File: src/rtl/dual_counter_pkg.sv
// Constants and carrier types for the dual counter with byte-wide capture readout
package dual_counter_pkg;

   // ==================================================================
   // Widths and reset values
   localparam int CNT_W = 16;                     // One counter
   localparam int BYTE_W = 8;                     // Output bus
   localparam logic [15:0] CNT_RST = 16'h0000;    // Cleared count
   localparam logic [15:0] CNT_FULL = 16'hffff;   // Full count
   localparam logic [31:0] CAP_RST = 32'h0000_0000;
   localparam logic [7:0] BYTE_RST = 8'h00;

   // ==================================================================
   // Byte field positions in the capture word
   localparam int FIRST_LO_POS = 0;
   localparam int FIRST_HI_POS = 8;
   localparam int SECOND_LO_POS = 16;
   localparam int SECOND_HI_POS = 24;

   // Byte-select codes, active low, order {sec_hi, sec_lo, first_hi, first_lo}
   localparam logic [3:0] SEL_NONE = 4'hf;
   localparam logic [3:0] SEL_FIRST_LO = 4'he;
   localparam logic [3:0] SEL_FIRST_HI = 4'hd;
   localparam logic [3:0] SEL_SECOND_LO = 4'hb;
   localparam logic [3:0] SEL_SECOND_HI = 4'h7;

   // Snapshot of both counters
   typedef struct packed {
      logic [15:0] second;
      logic [15:0] first;
   } capture_s;

   // Readout pin group
   typedef struct packed {
      logic [7:0] data;
      logic [7:0] oe_n;
   } bus_drive_s;

   // Pick the byte for a select code; unknown codes give zero
   function automatic logic [7:0] pick_byte(input logic [3:0] sel_n, input capture_s cap);
      logic [31:0] w;
      w = cap;
      case (sel_n)
         SEL_FIRST_LO: pick_byte = w[FIRST_LO_POS +: 8];
         SEL_FIRST_HI: pick_byte = w[FIRST_HI_POS +: 8];
         SEL_SECOND_LO: pick_byte = w[SECOND_LO_POS +: 8];
         SEL_SECOND_HI: pick_byte = w[SECOND_HI_POS +: 8];
         default: pick_byte = BYTE_RST;
      endcase
   endfunction : pick_byte

   // True when exactly one select is low
   function automatic logic one_sel(input logic [3:0] sel_n);
      one_sel = (sel_n == SEL_FIRST_LO) || (sel_n == SEL_FIRST_HI) ||
         (sel_n == SEL_SECOND_LO) || (sel_n == SEL_SECOND_HI);
   endfunction : one_sel

endpackage : dual_counter_pkg

File: src/rtl/dual_counter_capture.sv
// Two 16-bit counters with shared capture register and byte readout bus
`timescale 1ns/100ps
module dual_counter_capture
   import dual_counter_pkg::*;
(
   input wire logic i_ref_clk,
   input wire logic i_rstn,
   input wire logic i_count_clock_first,
   input wire logic i_count_clock_second,
   input wire logic i_second_count_enable_n,
   input wire logic i_counters_clear_n,
   input wire logic i_capture_clock,
   input wire logic i_sel_first_low_byte_n,
   input wire logic i_sel_first_high_byte_n,
   input wire logic i_sel_second_low_byte_n,
   input wire logic i_sel_second_high_byte_n,
   output logic o_first_full_count_n,
   output logic [7:0] o_byte_out_bus,
   output logic [7:0] o_byte_out_bus_oe_n
);

   // ==================================================================
   // Pin synchronisers
   // Edges of pin clocks are sampled on i_ref_clk; pin rates must stay
   // well below a quarter of the reference to avoid missed edges.
   logic rise_first;
   logic rise_second;
   logic rise_cap;
   logic en_second_n_s;
   logic clr_n_s;
   logic [3:0] sel_n_s;

   edge_sync #(.RST_VAL(1'b0)) u_sync_first (
      .i_ref_clk(i_ref_clk), .i_rstn(i_rstn), .i_pin(i_count_clock_first),
      .o_level(), .o_rise(rise_first));
   edge_sync #(.RST_VAL(1'b0)) u_sync_second (
      .i_ref_clk(i_ref_clk), .i_rstn(i_rstn), .i_pin(i_count_clock_second),
      .o_level(), .o_rise(rise_second));
   edge_sync #(.RST_VAL(1'b0)) u_sync_cap (
      .i_ref_clk(i_ref_clk), .i_rstn(i_rstn), .i_pin(i_capture_clock),
      .o_level(), .o_rise(rise_cap));
   edge_sync #(.RST_VAL(1'b1)) u_sync_en (
      .i_ref_clk(i_ref_clk), .i_rstn(i_rstn), .i_pin(i_second_count_enable_n),
      .o_level(en_second_n_s), .o_rise());

   // Selects, one synchroniser each, idle high
   logic [3:0] sel_pins;
   assign sel_pins = {i_sel_second_high_byte_n, i_sel_second_low_byte_n,
                      i_sel_first_high_byte_n, i_sel_first_low_byte_n};
   for (genvar g = 0; g < 4; g++) begin : g_sel
      edge_sync #(.RST_VAL(1'b1)) u_sync_sel (
         .i_ref_clk(i_ref_clk), .i_rstn(i_rstn), .i_pin(sel_pins[g]),
         .o_level(sel_n_s[g]), .o_rise());
   end

   // ==================================================================
   // Clear: asynchronous assert, synchronous release
   // The clear pin acts on the flops directly; release is resynchronised
   // so no counter flop leaves reset on a metastable edge.
   logic clr_meta_ff;
   logic clr_sync_ff;
   logic clr_any_n;
   assign clr_any_n = i_rstn & i_counters_clear_n;

   always_ff @(posedge i_ref_clk or negedge clr_any_n) begin
      if (!clr_any_n) begin
         clr_meta_ff <= 1'b0;
         clr_sync_ff <= 1'b0;
      end else begin
         clr_meta_ff <= 1'b1;
         clr_sync_ff <= clr_meta_ff;
      end
   end
   assign clr_n_s = clr_sync_ff;

   // Combined counter clear: pin low, or its release not yet through
   // the two flops. The pin half zeroes the counters at once; the
   // synchronised half keeps them at zero until a clean edge.
   logic clr_n_s_async;
   assign clr_n_s_async = clr_any_n & clr_n_s;

   // ==================================================================
   // Counters
   capture_s cnt_ff;
   capture_s nxt_cnt;

   // Next counts
   always_comb begin
      nxt_cnt = cnt_ff;
      if (rise_first) begin
         nxt_cnt.first = cnt_ff.first + 16'h0001;
      end
      if (rise_second && !en_second_n_s) begin
         nxt_cnt.second = cnt_ff.second + 16'h0001;
      end
   end

   // Count registers, zeroed at once by the clear pin
   always_ff @(posedge i_ref_clk or negedge clr_n_s_async) begin
      if (!clr_n_s_async) begin
         cnt_ff <= {CNT_RST, CNT_RST};
      end else begin
         cnt_ff <= nxt_cnt;
      end
   end

   // ==================================================================
   // Full-count flag, capture and readout
   capture_s cap_ff;
   capture_s nxt_cap;
   logic full_n_ff;
   logic nxt_full_n;
   bus_drive_s bus_ff;
   bus_drive_s nxt_bus;

   // Next flag, capture and bus
   always_comb begin
      nxt_full_n = ~(nxt_cnt.first == CNT_FULL);
      nxt_cap = cap_ff;
      if (rise_cap) begin
         nxt_cap = cnt_ff;
      end                                           // Otherwise held
      if (one_sel(sel_n_s)) begin
         nxt_bus.data = pick_byte(sel_n_s, cap_ff);
         nxt_bus.oe_n = 8'h00;
      end else begin
         nxt_bus.data = BYTE_RST;                   // Float
         nxt_bus.oe_n = 8'hff;
      end
   end

   // Flag clears with the counters; output is straight off this flop
   always_ff @(posedge i_ref_clk or negedge clr_n_s_async) begin
      if (!clr_n_s_async) begin
         full_n_ff <= 1'b1;
      end else begin
         full_n_ff <= nxt_full_n;
      end
   end

   // Capture and bus registers, only the system reset touches them
   always_ff @(posedge i_ref_clk or negedge i_rstn) begin
      if (!i_rstn) begin
         cap_ff <= CAP_RST;
         bus_ff <= {BYTE_RST, 8'hff};
      end else begin
         cap_ff <= nxt_cap;
         bus_ff <= nxt_bus;
      end
   end

   assign o_first_full_count_n = full_n_ff;
   assign o_byte_out_bus = bus_ff.data;
   assign o_byte_out_bus_oe_n = bus_ff.oe_n;
endmodule : dual_counter_capture

File: src/rtl/edge_sync.sv
// Two-flop synchroniser with rising-edge pulse for one pin
`timescale 1ns/100ps
module edge_sync
   import dual_counter_pkg::*;
#(
   parameter logic RST_VAL = 1'b0
) (
   input wire logic i_ref_clk,
   input wire logic i_rstn,
   input wire logic i_pin,
   output logic o_level,
   output logic o_rise
);

   // ==================================================================
   // Synchroniser chain; first flop feeds only the second
   logic meta_ff;
   logic sync_ff;
   logic prev_ff;
   logic nxt_meta;
   logic nxt_sync;
   logic nxt_prev;

   // Next-state
   always_comb begin
      nxt_meta = i_pin;
      nxt_sync = meta_ff;
      nxt_prev = sync_ff;
   end

   // Registers
   always_ff @(posedge i_ref_clk or negedge i_rstn) begin
      if (!i_rstn) begin
         meta_ff <= RST_VAL;
         sync_ff <= RST_VAL;
         prev_ff <= RST_VAL;
      end else begin
         meta_ff <= nxt_meta;
         sync_ff <= nxt_sync;
         prev_ff <= nxt_prev;
      end
   end

   assign o_level = sync_ff;
   assign o_rise = sync_ff & ~prev_ff;   // Edge seen after synchronising

endmodule : edge_sync

File: config.mk
export PLATFORM = sky130hd
export DESIGN_NAME = dual_counter_capture
export DESIGN_NICKNAME = d
export VERILOG_FILES = /design/src/rtl/dual_counter_pkg.sv /design/src/rtl/dual_counter_capture.sv /design/src/rtl/edge_sync.sv
export SDC_FILE = /design/constraint.sdc
export NUM_CORES = 1
export LEC_CHECK = 0
export ABC_CLOCK_PERIOD_IN_PS = 3000
export BUFFER_PORTS_ARGS = -buffer_cell sky130_fd_sc_hd__buf_2
export CAP_MARGIN = 15
export CORE_AREA = 2 2 151 94
export CTS_CLUSTER_SIZE = 14
export DETAILED_ROUTE_END_ITERATION = 16
export DIE_AREA = 0 0 153 96
export GPL_ROUTABILITY_DRIVEN = 0
export HOLD_SLACK_MARGIN = 0.02
export PLACE_DENSITY = 0.42
export SLEW_MARGIN = 20
export SYNTH_ARGS = -nofsm -noshare
export SYNTH_HDL_FRONTEND = slang
export SYNTH_SLANG_ARGS = --single-unit
File: constraint.sdc
create_clock -name i_ref_clk -period 3 [get_ports i_ref_clk]
set_clock_uncertainty 0.05 [all_clocks]
set_input_delay 0.3 -clock i_ref_clk [delete_from_list [all_inputs] [get_ports i_ref_clk]]
set_output_delay 0.3 -clock i_ref_clk [all_outputs]
set_load 0.02 [all_outputs]
==> results, run 1 <==
- For this run, the leading register cell type out of synthesis is sky130_fd_sc_hd__dfrtp_1.
- Post-CTS timing repair inserted 0 buffers for setup.
- Compared with the post-synthesis result, the final layout area differs by 17.2%.
- In this run the critical register-to-register path is captured at o_first_full_count_n$_DFF_PN1_.
- When the netlist entered floorplanning its net count stood at 308.
- The commonest cells after synthesis are sky130_fd_sc_hd__dfrtp_1 (83), sky130_fd_sc_hd__mux2_2 (32), sky130_fd_sc_hd__a22o_1 (24).
- For the worst flop-to-flop path, the logic depth is 6.
- For this configuration, the core starts out at a cell density of 29.3%.
- The via density per instance is 4.61.
- After clock tree synthesis, the clock-pin slew on the worst setup and hold paths is 0.07 ns.
- The ratio of cells with drive above 1 in the final layout is 28.2%.
- The origin of the worst setup path is cnt_ff[0]$_DFF_PN0_.
- The relative max-transition margin is 54.0%.
- The number of port buffers is 27.
- Summed over all failing endpoints, the final setup total negative slack is 0 ns.
- The total number of vias is 2340.
- Counting flops with a built-in enable in the synthesized netlist gives 0.
- The post-detailed-route wirelength per cell is 16.1 microns.
- The number of nets in the layout is 341.
- After filler insertion, the fill cell instance count of the layout stands at 1313.
- The number of distinct standard cells referenced by the synthesized netlist is 42.
- The clock net sink count is 95.
- The core region is 13300 sq um.
- Sorting the synthesized cells by area gives the leading types as sky130_fd_sc_hd__dfrtp_1 (53%), sky130_fd_sc_hd__mux2_2 (9.2%), sky130_fd_sc_hd__dfstp_2 (8.1%), sky130_fd_sc_hd__a22o_1 (5.4%), sky130_fd_sc_hd__xnor2_1 (4.5%).
- The power after layout is 3080 uW.
- Buffers inserted during clock tree synthesis total 9.
- Summed over all cells, the static leakage comes to 0.00209 uW.
- The initial antenna violation count is 0.
- The total congestion overflow after global routing is 0.
- For the finished layout, the period the worst path requires is 1.93 ns.
- The worst setup path is captured at a flip-flop.
- Yosys instantiated no cell more often than sky130_fd_sc_hd__dfrtp_1.
- The ratio of final minimum period to clock period is 64.2%.
- The I/O pin count is 28.
- The share of flip-flops with an asynchronous set or reset is 100%.
- Summed over all layers, the routed wires come to 8200 microns.
- The number of max-capacitance violations reported is 0.
- The transition time at the pin with the least slew margin is 0.689 ns.
- The final hold violation count is 0.
- The number of diodes added for antenna fixing is 0.
- Along the worst path, the maximum fanout reaches 9.
- STA puts the critical path data required time at 3.20 ns.
- Yosys printed 0 warnings.
- The largest net degree at the start of global routing is 35.
- For this run, design rule violations remaining after detail routing come to 0.
- The average footprint of a synthesized cell is 13.2 sq um.
- Synthesis produced a netlist whose cell count is 295.
- The post-synth design cell area is 3910 sq um.
- The first detailed-routing pass took 4 iterations.
- The run finished with clean final reports.
- The vertical die dimension is 96 microns.
- Summing the sequential cell areas from Yosys gives 61.2% of the chip area.
- The post-DP HPWL is 5780 microns.
- The startpoint type of the worst setup path is a flip-flop.
- Setup violations remaining at the end of the flow were counted as 0.
- The internal reg-to-reg setup slack is 1.07 ns.
- The worst register-to-register path begins at cnt_ff[0]$_DFF_PN0_.
- The largest total area in the synthesized netlist belongs to sky130_fd_sc_hd__dfrtp_1.
- The total power per unit cell area is 672 nW/um^2.
- The count of final max-slew check failures came to 0.
- The aggregate global-route resource usage is 12.3%.
- By startpoint and endpoint, the worst setup path is classified as reg2reg.
- The root cell of the clock tree is sky130_fd_sc_hd__clkbuf_16.
- Setup repair after global routing left no endpoint under its margin.
- VDD sags by at most 227 uV.
- The synthesized design contains 95 register bits.
- The critical path data arrival time is 2.12 ns.
- Measured along the x axis, the die boundary spans 153 microns.
- The floorplan step defined a die boundary enclosing 14700 sq um.
- The number of global-route vias before repair is 2379.
- The top cell type's share of synthesized area is 53.2%.
- The maximum level of the CTS H-tree is 3.
- TritonCTS built the clock tree.
- The number of buffers between clock root and the deepest sink is 2.
- In this run the worst setup path terminates at o_first_full_count_n$_DFF_PN1_.
- The later-pin clock latency in the skew report is 0.34 ns.
- The initial detailed-routing violation count is 184.
- The first global-routing pass estimated 13500 microns of wire.
- After floorplanning, the core was divided into 33 placement rows.
- The worst hold path belongs to the class reg2reg.
- Timing would allow up to 0.519 GHz.
- The post-route antenna net violation count is 0.
## power by group
group | switching, uW | internal, uW | total [uW]
registers | 163 | 1440 | 1600
clock network | 474 | 643 | 1120
logic | 179 | 180 | 359
total | 816 | 2260 | 3080
## state kept, by name, summed over array words and instances (netlist names), 4 cells and up
register / cells
cnt_ff: 32
o_byte_out_bus: 8
cap_ff: 32
g_sel.u_sync_sel.o_level: 4
g_sel.u_sync_sel.meta_ff: 4
## metal layers
| layer | GRT usage [%] | vias up | share of wire (%) |
|---|---|---|---|
| li1 | - | 1109 | - |
| met1 | 19.8 | 1159 | 56 |
| met2 | 15.5 | 62 | 37 |
| met3 | 3.15 | 10 | 6.4 |
| met4 | 3.94 | 0 | 1.3 |
| met5 | 0 | - | 0 |
## metrics by stage
| stage | area (sq um) | cells | hold slack, ns | setup WS, ns | util (%) |
|---|---|---|---|---|---|
| final | 4580 | 508 | 0.294 | 1.07 | 34.3 |
| after global routing | 4580 | 508 | 0.314 | 0.848 | 34.3 |
| after CTS | 4580 | 508 | 0.301 | 1.07 | 34.3 |
| after detailed placement | 4190 | 482 | 0.163 | 1.09 | 31.4 |
| after global placement | 4190 | 482 | 0.152 | 1.10 | 31.4 |
| after floorplan | 3910 | 295 | -0.0456 | 1.39 | - |
## layout by cell type (no fill, tap or decap), types with 3 or more instances in the layout
cell	n
sky130_fd_sc_hd__a22o_1	24
sky130_fd_sc_hd__nor2_1	7
sky130_fd_sc_hd__xnor2_1	20
sky130_fd_sc_hd__o21ai_0	3
sky130_fd_sc_hd__nor3_1	7
sky130_fd_sc_hd__nand3b_1	3
sky130_fd_sc_hd__buf_2	27
sky130_fd_sc_hd__dfrtp_1	83
sky130_fd_sc_hd__nand2_1	18
sky130_fd_sc_hd__inv_1	3
sky130_fd_sc_hd__dfstp_2	12
sky130_fd_sc_hd__xor2_1	10
sky130_fd_sc_hd__nor2b_1	4
sky130_fd_sc_hd__buf_4	3
sky130_fd_sc_hd__dlygate4sd3_1	10
sky130_fd_sc_hd__and3_1	4
sky130_fd_sc_hd__clkbuf_16	9
sky130_fd_sc_hd__nand4_1	7
sky130_fd_sc_hd__mux2_2	32
sky130_fd_sc_hd__clkinv_2	3
sky130_fd_sc_hd__nand3_1	10
## area by class of cell
cell class,count,area (sq um),area share (%)
clock buffer,10,229,5.00
clock inverter,6,61.3,1.34
inverter,3,11.3,0.246
sequential,95,2390,52.2
tap,175,219,4.78
timing repair buffer,40,258,5.63
multi-input combinational,179,1410,30.8
## worst min path at each step
stage                                              start  cells past startpoint                             end  slack [ns]
after floorplan                                   i_rstn                      0           cap_ff[0]$_DFFE_PN0P_       -0.05
after global placement                i_counters_clear_n                      2           clr_meta_ff$_DFF_PN0_        0.15
after detailed placement              i_counters_clear_n                      2               clr_n_s$_DFF_PN0_        0.16
after CTS                 u_sync_first.meta_ff$_DFF_PN0_                      0  u_sync_first.o_level$_DFF_PN0_        0.30
after global routing      u_sync_first.meta_ff$_DFF_PN0_                      0  u_sync_first.o_level$_DFF_PN0_        0.31
final                     u_sync_first.meta_ff$_DFF_PN0_                      0  u_sync_first.o_level$_DFF_PN0_        0.29
## timing repair
item / 4_1_cts / 5_1_grt
hold buffers: 10 / 0
gates resized for setup: 0 / 0
endpoints found under the hold margin: 25 / 0
## worst max-delay path: stages (launching register included)
cell and delay (ns):
sky130_fd_sc_hd__dfrtp_1 0.49, sky130_fd_sc_hd__ha_1 0.34, sky130_fd_sc_hd__inv_1 0.08, sky130_fd_sc_hd__nor3_2 0.38
sky130_fd_sc_hd__nand4_1 0.16, sky130_fd_sc_hd__xnor2_1 0.21, sky130_fd_sc_hd__nand4b_1 0.12
## logic make-up after synthesis
group / after synthesis / synth area share, %
xor gates and xnor gates: 30 / 6.72
other: 1 / 0.0960
adders and majority gates: 2 / 0.640
DFF: 95 / 61.2
buffers and inverters: 21 / 2.72
AOI/OAI and AO/OA: 37 / 7.62
muxes: 32 / 9.22
and+or+nand+nor: 77 / 11.8
No activity file was read; power rests on OpenSTA's default activity.
==> run 2: changes to the inputs <==
--- a/config.mk
+++ b/config.mk
@@ -5,7 +5,7 @@
 export SDC_FILE = /design/constraint.sdc
 export NUM_CORES = 1
 export LEC_CHECK = 0
-export ABC_CLOCK_PERIOD_IN_PS = 3000
+export ABC_CLOCK_PERIOD_IN_PS = 1700
 export BUFFER_PORTS_ARGS = -buffer_cell sky130_fd_sc_hd__buf_2
 export CAP_MARGIN = 15
 export CORE_AREA = 2 2 151 94
@@ -14,7 +14,7 @@
 export DIE_AREA = 0 0 153 96
 export GPL_ROUTABILITY_DRIVEN = 0
 export HOLD_SLACK_MARGIN = 0.02
-export PLACE_DENSITY = 0.42
+export PLACE_DENSITY = 0.43
 export SLEW_MARGIN = 20
 export SYNTH_ARGS = -nofsm -noshare
 export SYNTH_HDL_FRONTEND = slang
==> constraint.sdc (replaced) <==
create_clock -name i_ref_clk -period 1.7 [get_ports i_ref_clk]
set_clock_uncertainty 0.05 [all_clocks]
set_input_delay 0.17 -clock i_ref_clk [delete_from_list [all_inputs] [get_ports i_ref_clk]]
set_output_delay 0.17 -clock i_ref_clk [all_outputs]
set_load 0.02 [all_outputs]
==> results, run 2 (synthesis results as in run 1) <==
- The flow ran to the end, but the final reports show violations.
- The final reports fail on setup timing.
- The worst setup slack after layout was -0.0314 ns (-1.11 ns).
- Setup repair after global routing could not meet its margin everywhere.
- The combinational fraction of design power is 17.5% (+5.8 points).
- The aggregate global-route resource usage is 13.6% (+1.3 points).
- In this run the clock root is driven by a sky130_fd_sc_hd__clkbuf_16.
- The starting density of the core came to 29.3% (unchanged).
- The sequential group share of total power is 49.0% (-3.0 points).
- The largest driver fanout on the critical path came to 8 (-1).
- The count of standard-cell rows is 33 (unchanged).
- The initial detailed-routing violation count is 159 (-14%).
- The post-route antenna net violation count is 0 (unchanged).
- TritonCTS built the clock tree.
- The area enclosed by the die boundary is 14700 sq um (unchanged).
- The I/O pin count is 28 (unchanged).
- The required time at the worst-slack endpoint came to 1.90 ns (-1.30 ns).
- The stage delay of the slowest cell on the critical path is 0.35 ns (-0.14 ns).
- The total power per unit cell area is 1130 nW/um^2 (+69%).
- The power after layout was 5570 uW (+81%).
- The classification of the worst-slack hold path is in2async.
- The total wirelength of the detailed-routed design came to 9070 microns (+11%).
- Leaving out fill and tap cells, the most frequent cell in the layout is sky130_fd_sc_hd__dfrtp_1.
- The critical path data arrival time is 1.93 ns (-0.19 ns).
- The static leakage is 0.00228 uW (+9.3%).
- The total number of vias is 2502 (+6.9%).
- The cell repeated most along the worst path is sky130_fd_sc_hd__buf_4.
- The fmax is 0.578 GHz (+11%).
- The number of diodes added for antenna fixing is 0 (unchanged).
- The fraction of power spent switching nets is 27.4% (+0.86 points).
- The setup slack at placement was -0.0905 ns (-1.18 ns).
- The total congestion overflow after global routing is 0 (unchanged).
- The number of max-capacitance violations reported came to 0 (unchanged).
- The net switching power is 1530 uW (+87%).
- The slowest library cell on the worst path is sky130_fd_sc_hd__dfrtp_1.
- The count of final max-slew check failures is 0 (unchanged).
- The via density per instance is 4.63 (+0.59%).
- The clock slew at the register clock pins of the worst setup and hold paths came to 0.07 ns (about the same).
- The critical path start-end classification is reg2reg.
- The worst vdd rail ir drop is 374 uV (+65%).
- The ratio of cells with drive above 1 in the final layout came to 38.9% (+11 points).
- The number of buffers inserted to repair setup after CTS is 0 (unchanged).
- The minimum hold slack is 0.227 ns (-0.0662 ns).
- The number of port buffers was 27 (unchanged).
- The final hold violation count is 0 (unchanged).
- The horizontal extent of the die is 153 microns (unchanged).
- Walking the worst path, the cells encountered are buf_4 > nand2_1 > nor3_2 > buf_4 > nand4_1 > xnor2_1 > nand4b_1.
- The TritonCTS buffer count is 9 (unchanged).
- The vertical die dimension is 96 microns (unchanged).
- The number of nets in the layout is 373 (+9.4%).
- The later-pin clock latency in the skew report was 0.34 ns (about the same).
- The minimum clock period after layout came to 1.73 ns (-0.194 ns).
- The number of remaining DRC errors is 0 (unchanged).
- The final-layout setup total negative slack is -0.0314 ns (-0.0314 ns).
- The total iterations of the first detailed-routing run came to 4 (unchanged).
- The top cell types in the final layout, fill and taps aside, are sky130_fd_sc_hd__dfrtp_1 (83), sky130_fd_sc_hd__buf_4 (33), sky130_fd_sc_hd__mux2_2 (32).
- The core box area is 13300 sq um (unchanged).
- The fraction of power consumed by the clock network was 33.5% (-2.8 points).
- The internal power component came to 4050 uW (+79%).
- STA classifies the critical path startpoint as a flip-flop.
- The post-route standard cell area excluding fillers came to 4920 sq um (+7.5%).
- The maximum level of the CTS H-tree is 3 (unchanged).
- The post-detailed-route wirelength per cell is 16.8 microns (+4.0%).
- The number of global-route vias before repair is 2457 (+3.3%).
- The final-report setup violation count came to 1 (+1).
- The kind of end point of the critical path is a flip-flop.
- The area growth from synthesis to layout is 26.0%.
- The initial antenna violation count is 0 (unchanged).
- The ratio of final minimum period to clock period is 102% (+38 points).
- The clock net sink count is 95 (unchanged).
- The number of buffers between clock root and the deepest sink is 2 (unchanged).
- The largest net degree at the start of global routing was 35 (unchanged).
- The wire length of the first global-routing pass was 14700 microns (+8.8%).
- The post-DP HPWL came to 6540 microns (+13%).
- The area after detailed placement was 4450 sq um (+6.3%).
run 2: final timing paths:
kind	start	to	slack, ns	cells after the start
max	cnt_ff[0]$_DFF_PN0_	o_first_full_count_n$_DFF_PN1_	-0.03	7
min	i_counters_clear_n	clr_n_s$_DFF_PN0_	0.23	3
max reg2reg	cnt_ff[0]$_DFF_PN0_	o_first_full_count_n$_DFF_PN1_	-0.03	7
min reg2reg	u_sync_second.meta_ff$_DFF_PN0_	u_sync_second.o_level$_DFF_PN0_	0.30	0
max in group asynchronous	i_rstn	clr_meta_ff$_DFF_PN0_	0.66	4
min in group i_ref_clk	u_sync_second.meta_ff$_DFF_PN0_	u_sync_second.o_level$_DFF_PN0_	0.30	0
run 2: timing repair:
item | 4_1_cts | 5_1_grt
setup endpoints to repair | 6 | 11
hold buffers | 10 | 0
resized for setup | 11 | 8
hold endpoints to repair | 91 | 0
pin swaps | 1 | 2
run 2: layout make-up:
class	count	area, sq um
well taps	175	219
fillers	1303	8410
inverters	3	11.3
clock inverters	3	20.0
clock buffers	13	250
multi-input cells	179	1510
repair buffers	72	523
flip-flops and latches	95	2390
run 2: critical path, delay by kind of cell (launching register included):
| family | cells | cell delay [ns] |
|---|---|---|
| and+or+nand+nor | 4 | 0.67 |
| xor gates and xnor gates | 1 | 0.24 |
| DFF | 1 | 0.35 |
| buffers and inverters | 2 | 0.34 |
run 2: metal layers:
metal  wire (microns)  track usage, %  part of all wire (%)  up-vias
met2             3330            16.6                    37       40
li1                 -               -                     -     1182
met3              381            3.96                   4.2        9
met4               88            3.94                  0.97        0
met5                0               0                     0        -
met1             5260            22.2                    58     1271
run 2: stage by stage:
step,utilization (%),instances
after floorplan,-,295
after global placement,33.4,514
after detailed placement,33.4,514
after CTS,36.6,540
after global routing,36.9,540
final,36.9,540
run 2: power groups by stage:
stage	registers [uW]	clock network [uW]	logic, uW
after floorplan	2760	0	503
after CTS	2740	1920	966
after detailed placement	2770	0	909
final	2730	1870	976
after global routing	2770	2030	1090
after global placement	2770	0	902
